File: config.mk
export PLATFORM = sky130hd
export DESIGN_NAME = hwr_ctrl
export DESIGN_NICKNAME = d
export VERILOG_FILES = /design/src/core/hwr_sync.v /design/src/core/hwr_sst.v /design/src/core/hwr_ctrl.v
export VERILOG_INCLUDE_DIRS = /design/src /design/src/core
export SDC_FILE = /design/constraint.sdc
export NUM_CORES = 1
export LEC_CHECK = 0
export BUFFER_PORTS_ARGS = -buffer_cell sky130_fd_sc_hd__clkbuf_2
export CORE_ASPECT_RATIO = 0.6
export CORE_UTILIZATION = 47
export CTS_CLUSTER_SIZE = 30
export DETAILED_ROUTE_END_ITERATION = 10
export GPL_TIMING_DRIVEN = 1
export MAX_ROUTING_LAYER = met4
export PLACE_DENSITY = 0.78
export RECOVER_POWER = 50
export SYNTH_ARGS = -nofsm -noshare
export SYNTH_HDL_FRONTEND = slang
export SYNTH_SLANG_ARGS = --single-unit
File: constraint.sdc
create_clock -name i_mclk -period 2.55 [get_ports i_mclk]
set_input_delay 0.6375 -clock i_mclk [delete_from_list [all_inputs] [get_ports i_mclk]]
set_output_delay 0.6375 -clock i_mclk [all_outputs]
set_load 0.01 [all_outputs]
File: src/core/hwr_map.vh
// Constants for the halt, wake-up and reset controller
`ifndef HWR_MAP_VH
`define HWR_MAP_VH

// Port widths
`define HWR_PA_W 8
`define HWR_IO_W 10
`define HWR_NINT 4

// Start-up timer: 1024 system clock periods
`define HWR_SST_W 10
`define HWR_SST_CYCLES 1024
`define HWR_SST_LAST 10'h3FF

// Interrupt-entry delay count, loaded after the start-up wait; entry lags a plain resume by 3 cycles
`define HWR_INT_EXTRA 2'h2

// Reset values
`define HWR_IO_DIR_RST 10'h3FF
`define HWR_IO_DAT_RST 10'h3FF
`define HWR_SYNC_RST 10'h3FF
`define HWR_FLAG_RST 1'h0

`endif

File: src/core/hwr_sync.v
// Two-stage synchroniser for asynchronous pin levels
`timescale 1ns/1ps
`include "hwr_map.vh"

module hwr_sync (
  // Clock and reset
  input wire i_mclk,
  input wire i_reset,
  // Asynchronous levels in, synchronised levels out
  input wire [`HWR_IO_W-1:0] i_async,
  output reg [`HWR_IO_W-1:0] o_sync
);

  reg [`HWR_IO_W-1:0] meta_q;

  // Idle-high reset value so released pins do not look like events
  always @(posedge i_mclk or posedge i_reset) begin
    if (i_reset) begin
      meta_q <= `HWR_SYNC_RST;
      o_sync <= `HWR_SYNC_RST;
    end else begin
      meta_q <= i_async;
      o_sync <= meta_q;
    end
  end

endmodule

File: src/core/hwr_sst.v
// Start-up stabilisation timer: fixed wait after power-up or wake-up
`timescale 1ns/1ps
`include "hwr_map.vh"

module hwr_sst (
  // Clock and reset
  input wire i_mclk,
  input wire i_reset,
  // Control
  input wire i_start,
  // Status
  output wire o_busy,
  output reg o_done
);

  reg [`HWR_SST_W-1:0] cnt_q;
  reg busy_q;

  assign o_busy = busy_q;

  // Busy out of reset: power-up gets the same wait as a wake-up
  always @(posedge i_mclk or posedge i_reset) begin
    if (i_reset) begin
      cnt_q <= {`HWR_SST_W{1'b0}};
      busy_q <= 1'b1;
      o_done <= 1'b0;
    end else begin
      o_done <= 1'b0;
      if (i_start) begin
        cnt_q <= {`HWR_SST_W{1'b0}};
        busy_q <= 1'b1;
      end else if (busy_q) begin
        if (cnt_q == `HWR_SST_LAST) begin
          busy_q <= 1'b0;
          o_done <= 1'b1;
        end else begin
          cnt_q <= cnt_q + {{(`HWR_SST_W-1){1'b0}}, 1'b1};
        end
      end
    end
  end

endmodule

File: src/core/hwr_ctrl.v
// Halt, wake-up and reset sequencing for a small 8-bit microcontroller
`timescale 1ns/1ps
`include "hwr_map.vh"

// Contract
// - Halt stops system oscillator; RC keeps running
// - Halt freezes RAM and register contents
// - Halt clears watchdog when RC-clocked
// - Ports hold direction and output during halt
// - Halt sets power-down flag, clears time-out flag
// - LCD runs in halt only if enabled
// - Wake on reset, interrupt, port edge, watchdog
// - Watchdog wake does warm reset: PC, SP
// - Power-down flag: cleared by clear instruction, power-up
// - Watchdog time-out sets time-out flag
// - Each port A bit enables its wake-up
// - Port wake resumes at next instruction
// - Interrupt wake: next instruction or interrupt response
// - Pending-before-halt interrupt cannot wake device
// - Wake-up waits 1024 clocks; interrupt later
// - Power-up also waits 1024 clocks
// - Flags encode the cause of reset
// - Chip reset restores functional unit defaults
// - Chip reset clears watchdog; restarts after release
// - Watchdog overflow when running: full chip reset
module hwr_ctrl (
  // Clock and power-up reset
  input wire i_mclk,
  input wire i_reset,
  // External pins (asynchronous)
  input wire i_ext_reset_pin_n,
  input wire [`HWR_PA_W-1:0] i_porta,
  input wire i_wdt_overflow,
  // CPU events
  input wire i_halt_exec,
  input wire i_watchdog_clear_instruction,
  // Interrupt state from the core
  input wire [`HWR_NINT-1:0] i_int_req,
  input wire [`HWR_NINT-1:0] i_int_enable,
  input wire i_global_int_en,
  input wire i_stack_full,
  // Configuration options
  input wire [`HWR_PA_W-1:0] i_porta_wake_en,
  input wire i_rc_osc_select,
  input wire i_wdt_rc_select,
  input wire i_lcd_rc_clock_enable,
  // Port state from the core
  input wire [`HWR_IO_W-1:0] i_io_dir,
  input wire [`HWR_IO_W-1:0] i_io_data,
  // Clock control
  output wire o_sys_osc_en,
  output wire o_internal_rc_oscillator_en,
  output wire o_lcd_run,
  // Core control
  output wire o_core_hold,
  output reg o_chip_reset,
  output reg o_warm_reset,
  output reg o_resume_next,
  output reg o_int_entry,
  // Watchdog control
  output reg o_wdt_clear,
  output wire o_wdt_run,
  // Reset-cause flags
  output reg o_power_down_flag,
  output reg o_timeout_flag,
  // Held port state
  output reg [`HWR_IO_W-1:0] o_io_dir,
  output reg [`HWR_IO_W-1:0] o_io_data
);

  localparam [2:0] ST_RUN = 3'h0;
  localparam [2:0] ST_HALT = 3'h1;
  localparam [2:0] ST_SST = 3'h2;
  localparam [2:0] ST_PINRST = 3'h3;
  localparam [2:0] ST_INTDLY = 3'h4;

  reg [2:0] state_q;
  reg [2:0] state_d;
  reg [`HWR_NINT-1:0] armed_q;
  reg [`HWR_PA_W-1:0] pa_prev_q;
  reg wdt_prev_q;
  reg from_halt_q;
  reg int_pend_q;
  reg [1:0] dly_q;

  wire [`HWR_IO_W-1:0] sync_out;
  wire rst_pin_n_s;
  wire wdt_s;
  wire [`HWR_PA_W-1:0] pa_s;
  wire sst_busy;
  wire sst_done;
  reg sst_start;

  // True on the edge that carries the sequencer from one given state to another
  function moves;
    input [2:0] cur;
    input [2:0] nxt;
    input [2:0] from_st;
    input [2:0] to_st;
    begin
      moves = (cur == from_st) && (nxt == to_st);
    end
  endfunction

  // Pins cross into the always-running clock before any logic sees them
  // Every pin event therefore acts two cycles after it reaches the pin
  hwr_sync u_sync (
    .i_mclk (i_mclk),
    .i_reset (i_reset),
    .i_async ({i_ext_reset_pin_n, i_wdt_overflow, i_porta}),
    .o_sync (sync_out)
  );

  assign rst_pin_n_s = sync_out[`HWR_IO_W-1];
  assign wdt_s = sync_out[`HWR_IO_W-2];
  assign pa_s = sync_out[`HWR_PA_W-1:0];

  hwr_sst u_sst (
    .i_mclk (i_mclk),
    .i_reset (i_reset),
    .i_start (sst_start),
    .o_busy (sst_busy),
    .o_done (sst_done)
  );

  // Event decode
  wire pin_rst = ~rst_pin_n_s;
  wire wdt_ovf = wdt_s & ~wdt_prev_q;
  wire [`HWR_PA_W-1:0] pa_fall = pa_prev_q & ~pa_s & i_porta_wake_en;
  wire port_wake = |pa_fall;
  wire [`HWR_NINT-1:0] int_live = i_int_req & armed_q;
  wire int_wake = |int_live;
  wire int_go = (|(int_live & i_int_enable)) & i_global_int_en & ~i_stack_full;
  wire halted = (state_q == ST_HALT);
  wire running = (state_q == ST_RUN);
  // Sequencer transitions that the register processes act on
  wire halt_go = moves(state_q, state_d, ST_RUN, ST_HALT);
  wire wake_go = moves(state_q, state_d, ST_HALT, ST_SST);
  wire int_dly_go = moves(state_q, state_d, ST_SST, ST_INTDLY);

  // The core only steps in the run state, so nothing it owns can change
  assign o_core_hold = ~running;
  assign o_sys_osc_en = ~halted;
  assign o_internal_rc_oscillator_en = i_rc_osc_select;
  assign o_lcd_run = ~halted | i_lcd_rc_clock_enable;
  // An instruction-clocked watchdog stops with the system clock in halt
  assign o_wdt_run = ~o_chip_reset & (~halted | i_wdt_rc_select);

  // Next-state decision
  always @* begin
    state_d = state_q;
    sst_start = 1'b0;
    case (state_q)
      ST_RUN: begin
        if (pin_rst) begin
          state_d = ST_PINRST;
        end else if (!wdt_ovf && i_halt_exec) begin
          state_d = ST_HALT;
        end
      end
      ST_HALT: begin
        if (pin_rst) begin
          state_d = ST_PINRST;
        end else if (wdt_ovf || int_wake || port_wake) begin
          state_d = ST_SST;
          sst_start = 1'b1;
        end
      end
      ST_SST: begin
        if (sst_done) begin
          state_d = int_pend_q ? ST_INTDLY : ST_RUN;
        end
      end
      ST_PINRST: begin
        if (!pin_rst) begin
          // Taken in halt, the pin still owes the oscillator its start-up wait
          if (from_halt_q) begin
            state_d = ST_SST;
            sst_start = 1'b1;
          end else begin
            state_d = ST_RUN;
          end
        end
      end
      ST_INTDLY: begin
        // Interrupt entry lags a plain resume by a fixed few cycles
        if (dly_q == 2'h0) begin
          state_d = ST_RUN;
        end
      end
      default: begin
        state_d = ST_RUN;
      end
    endcase
  end

  // Sequencer registers
  always @(posedge i_mclk or posedge i_reset) begin
    if (i_reset) begin
      state_q <= ST_SST;
      armed_q <= {`HWR_NINT{1'b0}};
      pa_prev_q <= {`HWR_PA_W{1'b1}};
      wdt_prev_q <= 1'b1;
      from_halt_q <= 1'b0;
      int_pend_q <= 1'b0;
      dly_q <= 2'h0;
    end else begin
      state_q <= state_d;
      pa_prev_q <= pa_s;
      wdt_prev_q <= wdt_s;
      if (halt_go) begin
        // Requests already pending at halt are not allowed to wake
        armed_q <= ~i_int_req;
      end else if (halted) begin
        // A source whose old request drops may wake once it is raised anew
        armed_q <= armed_q | ~i_int_req;
      end
      if (state_q != ST_PINRST && state_d == ST_PINRST) begin
        from_halt_q <= halted;
      end
      // Watchdog and port wakes always take the plain resume path
      if (wake_go) begin
        int_pend_q <= ~wdt_ovf & ~port_wake & int_wake & int_go;
      end else if (state_q == ST_PINRST) begin
        int_pend_q <= 1'b0;
      end
      if (int_dly_go) begin
        dly_q <= `HWR_INT_EXTRA;
      end else if (state_q == ST_INTDLY && dly_q != 2'h0) begin
        dly_q <= dly_q - 2'h1;
      end
    end
  end

  // Reset strobes and resume pulses
  always @(posedge i_mclk or posedge i_reset) begin
    if (i_reset) begin
      o_chip_reset <= 1'b1;
      o_warm_reset <= 1'b0;
      o_resume_next <= 1'b0;
      o_int_entry <= 1'b0;
    end else begin
      o_warm_reset <= 1'b0;
      o_resume_next <= 1'b0;
      o_int_entry <= 1'b0;
      case (state_q)
        ST_RUN: begin
          // Running overflow resets the whole chip for one cycle
          o_chip_reset <= pin_rst | wdt_ovf;
        end
        ST_HALT: begin
          o_chip_reset <= pin_rst;
          o_warm_reset <= ~pin_rst & wdt_ovf;
        end
        ST_SST: begin
          if (sst_done) begin
            o_chip_reset <= 1'b0;
            o_resume_next <= ~int_pend_q;
          end
        end
        ST_PINRST: begin
          o_chip_reset <= pin_rst | from_halt_q;
        end
        ST_INTDLY: begin
          o_int_entry <= (dly_q == 2'h0);
        end
        default: begin
          o_chip_reset <= 1'b1;
        end
      endcase
    end
  end

  // Watchdog clear strobe
  always @(posedge i_mclk or posedge i_reset) begin
    if (i_reset) begin
      o_wdt_clear <= 1'b1;
    end else begin
      // The strobe stands for as long as the reset pin holds the sequencer in its pin reset state
      o_wdt_clear <= (state_d == ST_PINRST)
        | (halt_go && i_wdt_rc_select)
        | (running && i_watchdog_clear_instruction)
        | (running && wdt_ovf);
    end
  end

  // Reset-cause flags; a set in the same cycle as a clear wins, except that a pin reset in halt clears the time-out flag over an overflow
  always @(posedge i_mclk or posedge i_reset) begin
    if (i_reset) begin
      o_power_down_flag <= `HWR_FLAG_RST;
      o_timeout_flag <= `HWR_FLAG_RST;
    end else begin
      case (state_q)
        ST_RUN: begin
          if (pin_rst) begin
            o_power_down_flag <= o_power_down_flag;
          end else if (wdt_ovf) begin
            o_timeout_flag <= 1'b1;
          end else if (i_halt_exec) begin
            o_power_down_flag <= 1'b1;
            o_timeout_flag <= 1'b0;
          end else if (i_watchdog_clear_instruction) begin
            o_power_down_flag <= 1'b0;
          end
        end
        ST_HALT: begin
          if (pin_rst) begin
            o_timeout_flag <= 1'b0;
            o_power_down_flag <= 1'b1;
          end else if (wdt_ovf) begin
            o_timeout_flag <= 1'b1;
            o_power_down_flag <= 1'b1;
          end
        end
        default: begin
          // An overflow outside a chip reset still marks a time-out
          if (wdt_ovf && !o_chip_reset) begin
            o_timeout_flag <= 1'b1;
          end
        end
      endcase
    end
  end

  // Port direction and data: input mode on chip reset, frozen in halt
  always @(posedge i_mclk or posedge i_reset) begin
    if (i_reset) begin
      o_io_dir <= `HWR_IO_DIR_RST;
      o_io_data <= `HWR_IO_DAT_RST;
    end else if (o_chip_reset) begin
      o_io_dir <= `HWR_IO_DIR_RST;
      o_io_data <= `HWR_IO_DAT_RST;
    end else if (running) begin
      o_io_dir <= i_io_dir;
      o_io_data <= i_io_data;
    end else begin
      // Held from the last running cycle; warm reset leaves ports alone
      o_io_dir <= o_io_dir;
      o_io_data <= o_io_data;
    end
  end

endmodule

# Word level (Yosys, flattened, before mapping)
# Cells that the tools add are included.
[totals]
rom_bits = 0
ff_bits = 79
in_bits = 55
latch_bits = 0
ram_bits = 0
n_memories = 0
[op_classes]
n_bitwise = 32
n_addsub = 2
eq_ne = 17
div_mod_pow = 0
multipliers = 0
n_shift = 0
n_mux = 53
reduce_logical = 31
magnitude_cmp = 0
[ops]
columns = ["op", "count"]
rows = [
  ["2-to-1 mux 10 bit", 7],
  ["2-to-1 mux 1 bit", 28],
  ["2-to-1 mux 3 bit", 8],
  ["AND 8 bit", 2],
  ["one-hot mux 3 bit (5 select lines)", 1],
  ["nonzero test 2 bit", 7],
  ["equality test 3 x 2 -> 1 bit, second input constant", 4],
  ["adder 10 x 1 -> 10 bit, second input constant", 1],
  ["equality test 10 bit, second input constant", 1],
  ["logical AND 1 bit", 10],
  ["NOT 1 bit", 10],
  ["inequality test 3 bit, second input constant", 3],
  ["AND 1 bit", 8],
  ["AND 4 bit", 2],
  ["2-to-1 mux 4 bit", 2],
  ["NOT 8 bit", 1],
  ["OR reduction 4 bit", 2],
  ["OR reduction 8 bit", 1],
  ["bitwise OR 1 bit", 7],
  ["equality test 3 x 1 -> 1 bit, second input constant", 2],
  ["equality test 3 bit, second input constant", 2],
  ["2-to-1 mux 2 bit", 3],
  ["one-hot mux 1 bit (2 select lines)", 3],
  ["one-hot mux 1 bit (5 select lines)", 1],
  ["14 further kinds", 19],
]

# Depth between registers and ports, before layout
# Gate-level depths: netlist of the first run.
[logic_depth]
word_depth = 14
depth_mapped = 7

# Modules after synthesis
# From an unflattened synthesis of the first run, not the netlist that was laid out.
[hier_totals]
hier_cells = 283
hier_area_um2 = 3355.7
[by_module_without_submodules]
columns = ["mod", "seq_area_each_um2", "cells_per_inst", "area_per_inst_um2", "instances"]
rows = [
  ["hwr_ctrl", 1216.2, 201, 2208.4, 1],
  ["hwr_sst", 301.5, 61, 618.1, 1],
  ["hwr_sync", 525.5, 21, 529.3, 1],
]

# Least setup slack after synthesis of the first run
# OpenSTA, ideal clock, no wires.
[synth_timing]
path_kind = "reg2out"
startpoint = "register state_q[2]"
endpoint = "output port o_wdt_run"
n_path_buf = 1
stages_incl_launch_ff = 6
slack_ps = 748
t_arrival_ps = 1164
required_ps = 1913
path_cell_list = "dfrtp_1 -> buf_2 -> nor3_4 -> inv_1 -> nor2_1 -> nor2_1"
[synth_via]
elab_chain_len = 4
[synth_rtl]
columns = ["element", "line", "rtl"]
rows = [
  ["from (decl)", "hwr_ctrl.v:77", "reg [2:0] state_q;"],
  ["from (signal assigned)", "hwr_ctrl.v:208", "state_q <= state_d;"],
  ["equality test 3 x 1 -> 1 bit", "hwr_ctrl.v:134", "wire halted = (state_q == ST_HALT);"],
  ["NOT 1 bit", "-", ""],
  ["named net o_sys_osc_en", "hwr_ctrl.v:51", "output wire o_sys_osc_en,"],
  ["bitwise OR 1 bit", "hwr_ctrl.v:147", "assign o_wdt_run = ~o_chip_reset & (~halted | i_wdt_rc_select);"],
  ["AND 1 bit", "hwr_ctrl.v:147", ""],
  ["to (decl)", "hwr_ctrl.v:62", "output wire o_wdt_run,"],
]
# The timed path passes the listed nets, and every way through them passes these cells.

# Worst setup path after layout of the first run
[layout_timing]
startpoint = "register state_q[0]"
endpoint = "output port o_wdt_run"
[layout_via]
elab_chain_len = 4
[layout_rtl]
columns = ["element", "line"]
rows = [
  ["equality test 3 x 1 -> 1 bit", "hwr_ctrl.v:134"],
  ["NOT 1 bit", "hwr_ctrl.v:147"],
  ["bitwise OR 1 bit", "hwr_ctrl.v:147"],
  ["AND 1 bit", "hwr_ctrl.v:147"],
]
# No other way between the ends.

==> flow_metrics.py, run 1 <==
metrics = {
    "place": {
        "hpwl_um": 4970,
        "place.gp.congestion": 0.882,
        "dp_cells": 457,
        "portBuffers": 84,
    },
    "finish": {
        "final_common_cell": "clkbuf_2",
        "layout-drive-gt1-share": 0.433,
        "diodes": 0,
        "fillers": 556,
        "layout_common_cells": "clkbuf_2 (84), nand2_1 (58), dfstp_2 (49)",
        "area_growth_pct": 24.1,
        "finalNonFillerCells": 473,
        "layout.nets": 438,
    },
    "floorplan": {
        "dieArea_um2": 7430,
        "initial_core_util": 0.492,
        "die_x_um": 111,
        "core_um2": 6760,
        "die_y_um": 67.2,
        "rows": 23,
        "ios": 87,
    },
    "clock_network": {
        "clk_pin_slew_worst_paths_ns": 0.06,
        "clkLatencyLatePin_ns": 0.33,
        "cts_buffers": 9,
        "cts.sinks": 79,
        "cts_tree": "built",
        "cts_setup_buffers": 0,
        "ctsResizeCount": 0,
        "clockBufferDepth": 2,
        "ctsHoldBuffers": 0,
        "cts_root_buffer": "clkbuf_16",
        "cts.htree.levels": 3,
    },
    "sta": {
        "setup_viol": 0,
        "fin_tns_setup_ns": 0,
        "finalMaxSlewViolations": 80,
        "max_freq_ghz": 0.416,
        "hold_viol": 0,
        "skew_ns": 0.00815,
        "hold_slack_ns": 0.356,
        "min_period_ns": 2.40,
        "rsz0062_at_grt": "false",
        "tightest_slew_ns": 1.85,
        "finalCritPeriodShare": 0.943,
        "slew_headroom": -0.232,
    },
    "worst_setup_path": {
        "cp_slowest_stage_delay_ns": 0.63,
        "start_kind": "flip-flop",
        "cp_data_required_time_ns": 1.91,
        "critPathSlowestCell": "dfrtp_1",
        "crit_top_cell": "nor2_1",
        "endpoint_kind": "primary output",
        "crit_type": "reg -> out",
        "crit_arrival_ns": 1.77,
        "worstReg2RegEnd": "int_pend_q",
        "worstRegToRegCells": 5,
        "path_cells": "inv_6 -> nor3_4 -> inv_1 -> nor2_1 -> nor2_1 -> clkbuf_2",
        "r2r-start": "u_sync.o_sync[8]",
        "r2r_slack_ns": 0.59,
        "cp_max_fo": 11,
    },
    "grt": {
        "grt_antenna_before_repair": 0,
        "grt_max_degree": 80,
        "grt_use_met2": 0.256,
        "gr-max-usage-layer": "met1",
        "met1_usage": 0.309,
        "grt-ovfl-total": 0,
        "grt_pass1_vias": 2232,
        "grt_pass1_wl_um": 11300,
        "met3_usage": 0.0700,
        "track_usage": 0.206,
    },
    "routing": {
        "via_per_inst": 5.20,
        "route.detailed.drc": 0,
        "wl_per_cell_um": 14.8,
        "vias": 2459,
        "routed_wl_um": 7010,
        "firstDrtPassIters": 4,
        "final_antenna_net_count": 0,
        "drt_iter0_drc": 236,
    },
    "logic_synthesis": {
        "synth_area_leaders": "dfstp_2 (42%), dfrtp_1 (20%), nand2_1 (6.5%), nand3b_1 (5.9%), nand3_1 (1.8%)",
        "syn_area_um2": 3330,
        "synth.yosys.seq_area_share": 0.614,
        "yosysTopAreaCellShare": 0.418,
        "synth_edf_count": 0,
        "synthArstFlopShare": 1.00,
        "netlist_instances": 295,
        "synth-seq-cells": 79,
        "yosysUniqueCellTypes": 49,
        "syn_area_per_cell_um2": 11.3,
        "yosysTopAreaCell": "dfstp_2",
        "ys.warnings.count": 0,
        "syn-num-nets": 352,
        "yosys_most_used_dff": "dfstp_2",
    },
    "power_and_ir_drop": {
        "leakage_nw": 1.88,
        "p_per_area_nw_per_um2": 1090,
        "peakVddDrop_uv": 485,
    },
    "run_status": {
        "status": "finished, violations left",
        "violations": "capacitance limit, slew limit",
    },
    "run": {
        "cap_violations": 1,
    },
    "worst_hold_path": {
        "holdPathEnd": "u_sync.o_sync[9]",
        "min_from": "u_sync.meta_q[9]",
        "min_path_type": "reg -> reg",
        "min_delay_path_depth": 0,
    },
}
cell type report:
class                           count  area (um2)  share of cell area
Tap cell                           87         109              0.0264
Clock buffer                       10         239              0.0579
Timing Repair Buffer               89         454               0.110
Multi-Input combinational cell    191        1160               0.281
Clock inverter                      6        75.1              0.0182
Inverter                           11        50.0              0.0121
Sequential cell                    79        2040               0.495
cell usage after synthesis (4+ instances only):
master      n
nand2_1    58
dfstp_2    53
dfrtp_1    26
nand3b_1   26
nor2_1     13
nand3_1    12
inv_1       9
nor3_1      9
a21oi_1     7
clkbuf_1    7
xor2_1      5
nand4_1     4
nor4_1      4
o21ai_0     4
o2bb2ai_1   4
worst max-delay path: cells and delay by family (launching register included):
family | cells | cell delay, ns
buffers and inverters | 3 | 0.37
DFF | 1 | 0.63
and+or+nand+nor | 3 | 0.43
power breakdown:
group	switching [mW]	internal, mW
clock	0.525	0.800
combinational	0.642	0.536
sequential	0.296	1.68
total	1.46	3.02
kinds of logic after synthesis:
kind of cell | synth area share
adders and majority gates | 0.00752
buffers and inverters | 0.0376
DFF | 0.614
AOI/OAI and AO/OA | 0.0846
and+or+nand+nor | 0.229
xor gates and xnor gates | 0.0184
muxes | 0.00902
how the worst max path moves through the flow:
stage,from,endpoint,slack (ns),cells after the start
floorplan,state_q[2],o_wdt_run,0.75,5
global route,state_q[0],o_wdt_run,0.003,6
CTS,state_q[0],o_wdt_run,0.15,6
finish,state_q[0],o_wdt_run,0.15,6
global placement,state_q[0],o_wdt_run,0.57,6
detailed placement,state_q[0],o_wdt_run,0.51,6
registers in the layout, indices dropped and copies added, names as in the netlist, 2 cells and up:
name / count
armed_q: 4
dly_q: 2
o_io_data: 10
o_io_dir: 10
pa_prev_q: 8
state_q: 3
u_sst.cnt_q: 10
u_sync.meta_q: 10
u_sync.o_sync: 10
through the flow:
stage	utilization	worst slack, ns	power (mW)	area [um2]
6_report	0.611	0.146	4.48	4130
5_1_grt	0.611	0.00316	4.75	4130
4_1_cts	0.613	0.148	4.53	4150
3_5_place_dp	0.567	0.513	3.17	3830
3_3_place_gp	0.567	0.573	3.13	3830
2_1_floorplan	-	0.748	2.76	3330
routing by layer:
layer / up-vias / wire length (um)
met5: - / 0
met4: 0 / 55
met3: 8 / 580
met2: 94 / 2840
met1: 1163 / 3540
li1: 1194 / -
Note: power is estimated with default switching activity, not from simulation.
==> run 2, diff against run 1 <==
--- a/config.mk
+++ b/config.mk
@@ -13,7 +13,7 @@
 export DETAILED_ROUTE_END_ITERATION = 10
 export GPL_TIMING_DRIVEN = 1
 export MAX_ROUTING_LAYER = met4
-export PLACE_DENSITY = 0.78
+export PLACE_DENSITY = 0.82
 export RECOVER_POWER = 50
 export SYNTH_ARGS = -nofsm -noshare
 export SYNTH_HDL_FRONTEND = slang
==> run 2 against run 1 <==
  * Largest power group unchanged
  * Clock power increased by 9.8%
  * Largest cell class unchanged
  * Wire length decreased by 7.7%
  * Clock skew decreased by 0.00084 ns
  * The flow still finishes with violations (capacitance limit, slew limit)
  * Fmax increased by 0.19%
==> flow_metrics.py, run 2 (same netlist as run 1, synthesis figures left out) <==
metrics = {
    "finish": {
        "final_common_cell": "clkbuf_2",
        "fillers": 543,
        "area_growth_pct": 24.8,
        "multiInputGateArea_um2": 1160,
        "layout_common_cells": "clkbuf_2 (84), nand2_1 (58), dfstp_2 (51)",
        "design_area_um2": 4160,
        "regArea_um2": 2040,
        "layout-drive-gt1-share": 0.436,
        "fin_util": 0.614,
        "diodes": 0,
        "layout.nets": 437,
    },
    "routing": {
        "wl_per_cell_um": 13.7,
        "route.detailed.drc": 0,
        "via_per_inst": 5.13,
        "final_antenna_net_count": 0,
        "routed_wl_um": 6470,
        "vias": 2420,
        "met2_length_um": 2820,
        "wirelength_met1_um": 3210,
        "wl_met3_um": 373,
        "drt_iter0_drc": 223,
        "firstDrtPassIters": 5,
        "highest_layer": "met4",
    },
    "worst_setup_path": {
        "cp_max_fo": 11,
        "endpoint_kind": "primary output",
        "critPathSlowestCell": "dfrtp_1",
        "crit_arrival_ns": 1.76,
        "start_kind": "flip-flop",
        "r2r-start": "state_q[0]",
        "crit_top_cell": "nor2_1",
        "cp-startpoint": "state_q[0]",
        "path_cells": "inv_6 -> nor3_4 -> inv_1 -> nor2_1 -> nor2_1 -> clkbuf_2",
        "cp_data_required_time_ns": 1.91,
        "cp_slowest_stage_delay_ns": 0.63,
        "crit_type": "reg -> out",
        "cpLargestDelayFamily": "flip-flops",
        "path_buf_inv": 3,
    },
    "floorplan": {
        "ios": 87,
        "initial_core_util": 0.492,
        "rows": 23,
        "die_x_um": 111,
        "dieArea_um2": 7430,
        "die_y_um": 67.2,
        "core_um2": 6760,
    },
    "power_and_ir_drop": {
        "p_clk_frac": 0.316,
        "p_sw_mw": 1.45,
        "power_switching_share": 0.315,
        "combinationalPowerShare": 0.253,
        "peakVddDrop_uv": 600,
        "intPower_mw": 3.14,
        "leakage_nw": 1.89,
        "p_per_area_nw_per_um2": 1100,
        "sequentialPowerShare": 0.431,
    },
    "sta": {
        "max_freq_ghz": 0.417,
        "slew_headroom": -0.214,
        "finalCritPeriodShare": 0.941,
        "setup_viol": 0,
        "tightest_slew_ns": 1.82,
        "rsz0062_at_grt": "false",
        "skew_ns": 0.00732,
        "fin_tns_setup_ns": 0,
        "finalMaxSlewViolations": 80,
        "min_period_ns": 2.40,
        "hold_viol": 0,
    },
    "clock_network": {
        "ctsHoldBuffers": 0,
        "cts_root_buffer": "clkbuf_16",
        "cts_tree": "built",
        "clk_pin_slew_worst_paths_ns": 0.06,
        "cts_buffers": 9,
        "cts.sinks": 79,
        "clockBufferDepth": 2,
        "ctsResizeCount": 0,
        "clkLatencyLatePin_ns": 0.33,
        "cts.htree.levels": 3,
        "cts_setup_buffers": 0,
    },
    "worst_hold_path": {
        "min_from": "u_sync.meta_q[0]",
        "min_path_type": "reg -> reg",
    },
    "grt": {
        "grt_antenna_before_repair": 0,
        "grt_pass1_vias": 2259,
        "grt_pass1_wl_um": 10600,
        "grt-ovfl-total": 0,
        "grt_max_degree": 80,
        "track_usage": 0.192,
    },
    "run": {
        "cap_violations": 1,
    },
    "run_status": {
        "status": "finished, violations left",
        "violations": "capacitance limit, slew limit",
    },
    "place": {
        "portBuffers": 84,
        "hpwl_um": 4530,
        "place.gp.congestion": 0.857,
        "dpl_cell_area_um2": 3820,
    },
}
run 2: power groups by stage:
stage,registers [mW],clock network [mW],logic [mW]
3_5_place_dp,1.99,0,1.17
4_1_cts,1.98,1.48,1.17
2_1_floorplan,1.96,0,0.799
3_3_place_gp,1.97,0,1.13
5_1_grt,2.03,1.54,1.30
6_report,1.98,1.45,1.16
run 2: final cells by class:
type,count,area share
multi-input cells,191,0.279
clock buffers,10,0.0602
repair buffers,88,0.107
clock inverters,6,0.0232
flip-flops and latches,79,0.492
well taps,87,0.0262
inverters,11,0.0120
run 2: metrics by stage:
stage / cells / power [mW] / setup WS (ns) / hold slack (ns)
3_5_place_dp: 456 / 3.16 / 0.501 / 0.347
6_report: 472 / 4.59 / 0.150 / 0.355
5_1_grt: 472 / 4.87 / 0.0114 / 0.358
4_1_cts: 472 / 4.63 / 0.145 / 0.356
3_3_place_gp: 456 / 3.10 / 0.580 / 0.346
2_1_floorplan: 295 / 2.76 / 0.748 / 0.345
run 2: worst paths after layout:
check	to	slack, ns	depth (start not counted)
max	o_wdt_run	0.15	6
min in group asynchronous	o_warm_reset	0.99	3
max reg2reg	int_pend_q	0.57	5
min reg2reg	u_sync.o_sync[0]	0.36	0
min	u_sync.o_sync[0]	0.36	0
max in group asynchronous	dly_q[1]	0.49	3
run 2: metal layers:
metal  up-vias  track usage
met3         9       0.0682
met5         -            -
met2        74        0.280
met1      1138        0.253
li1       1199            -
met4         0       0.0600
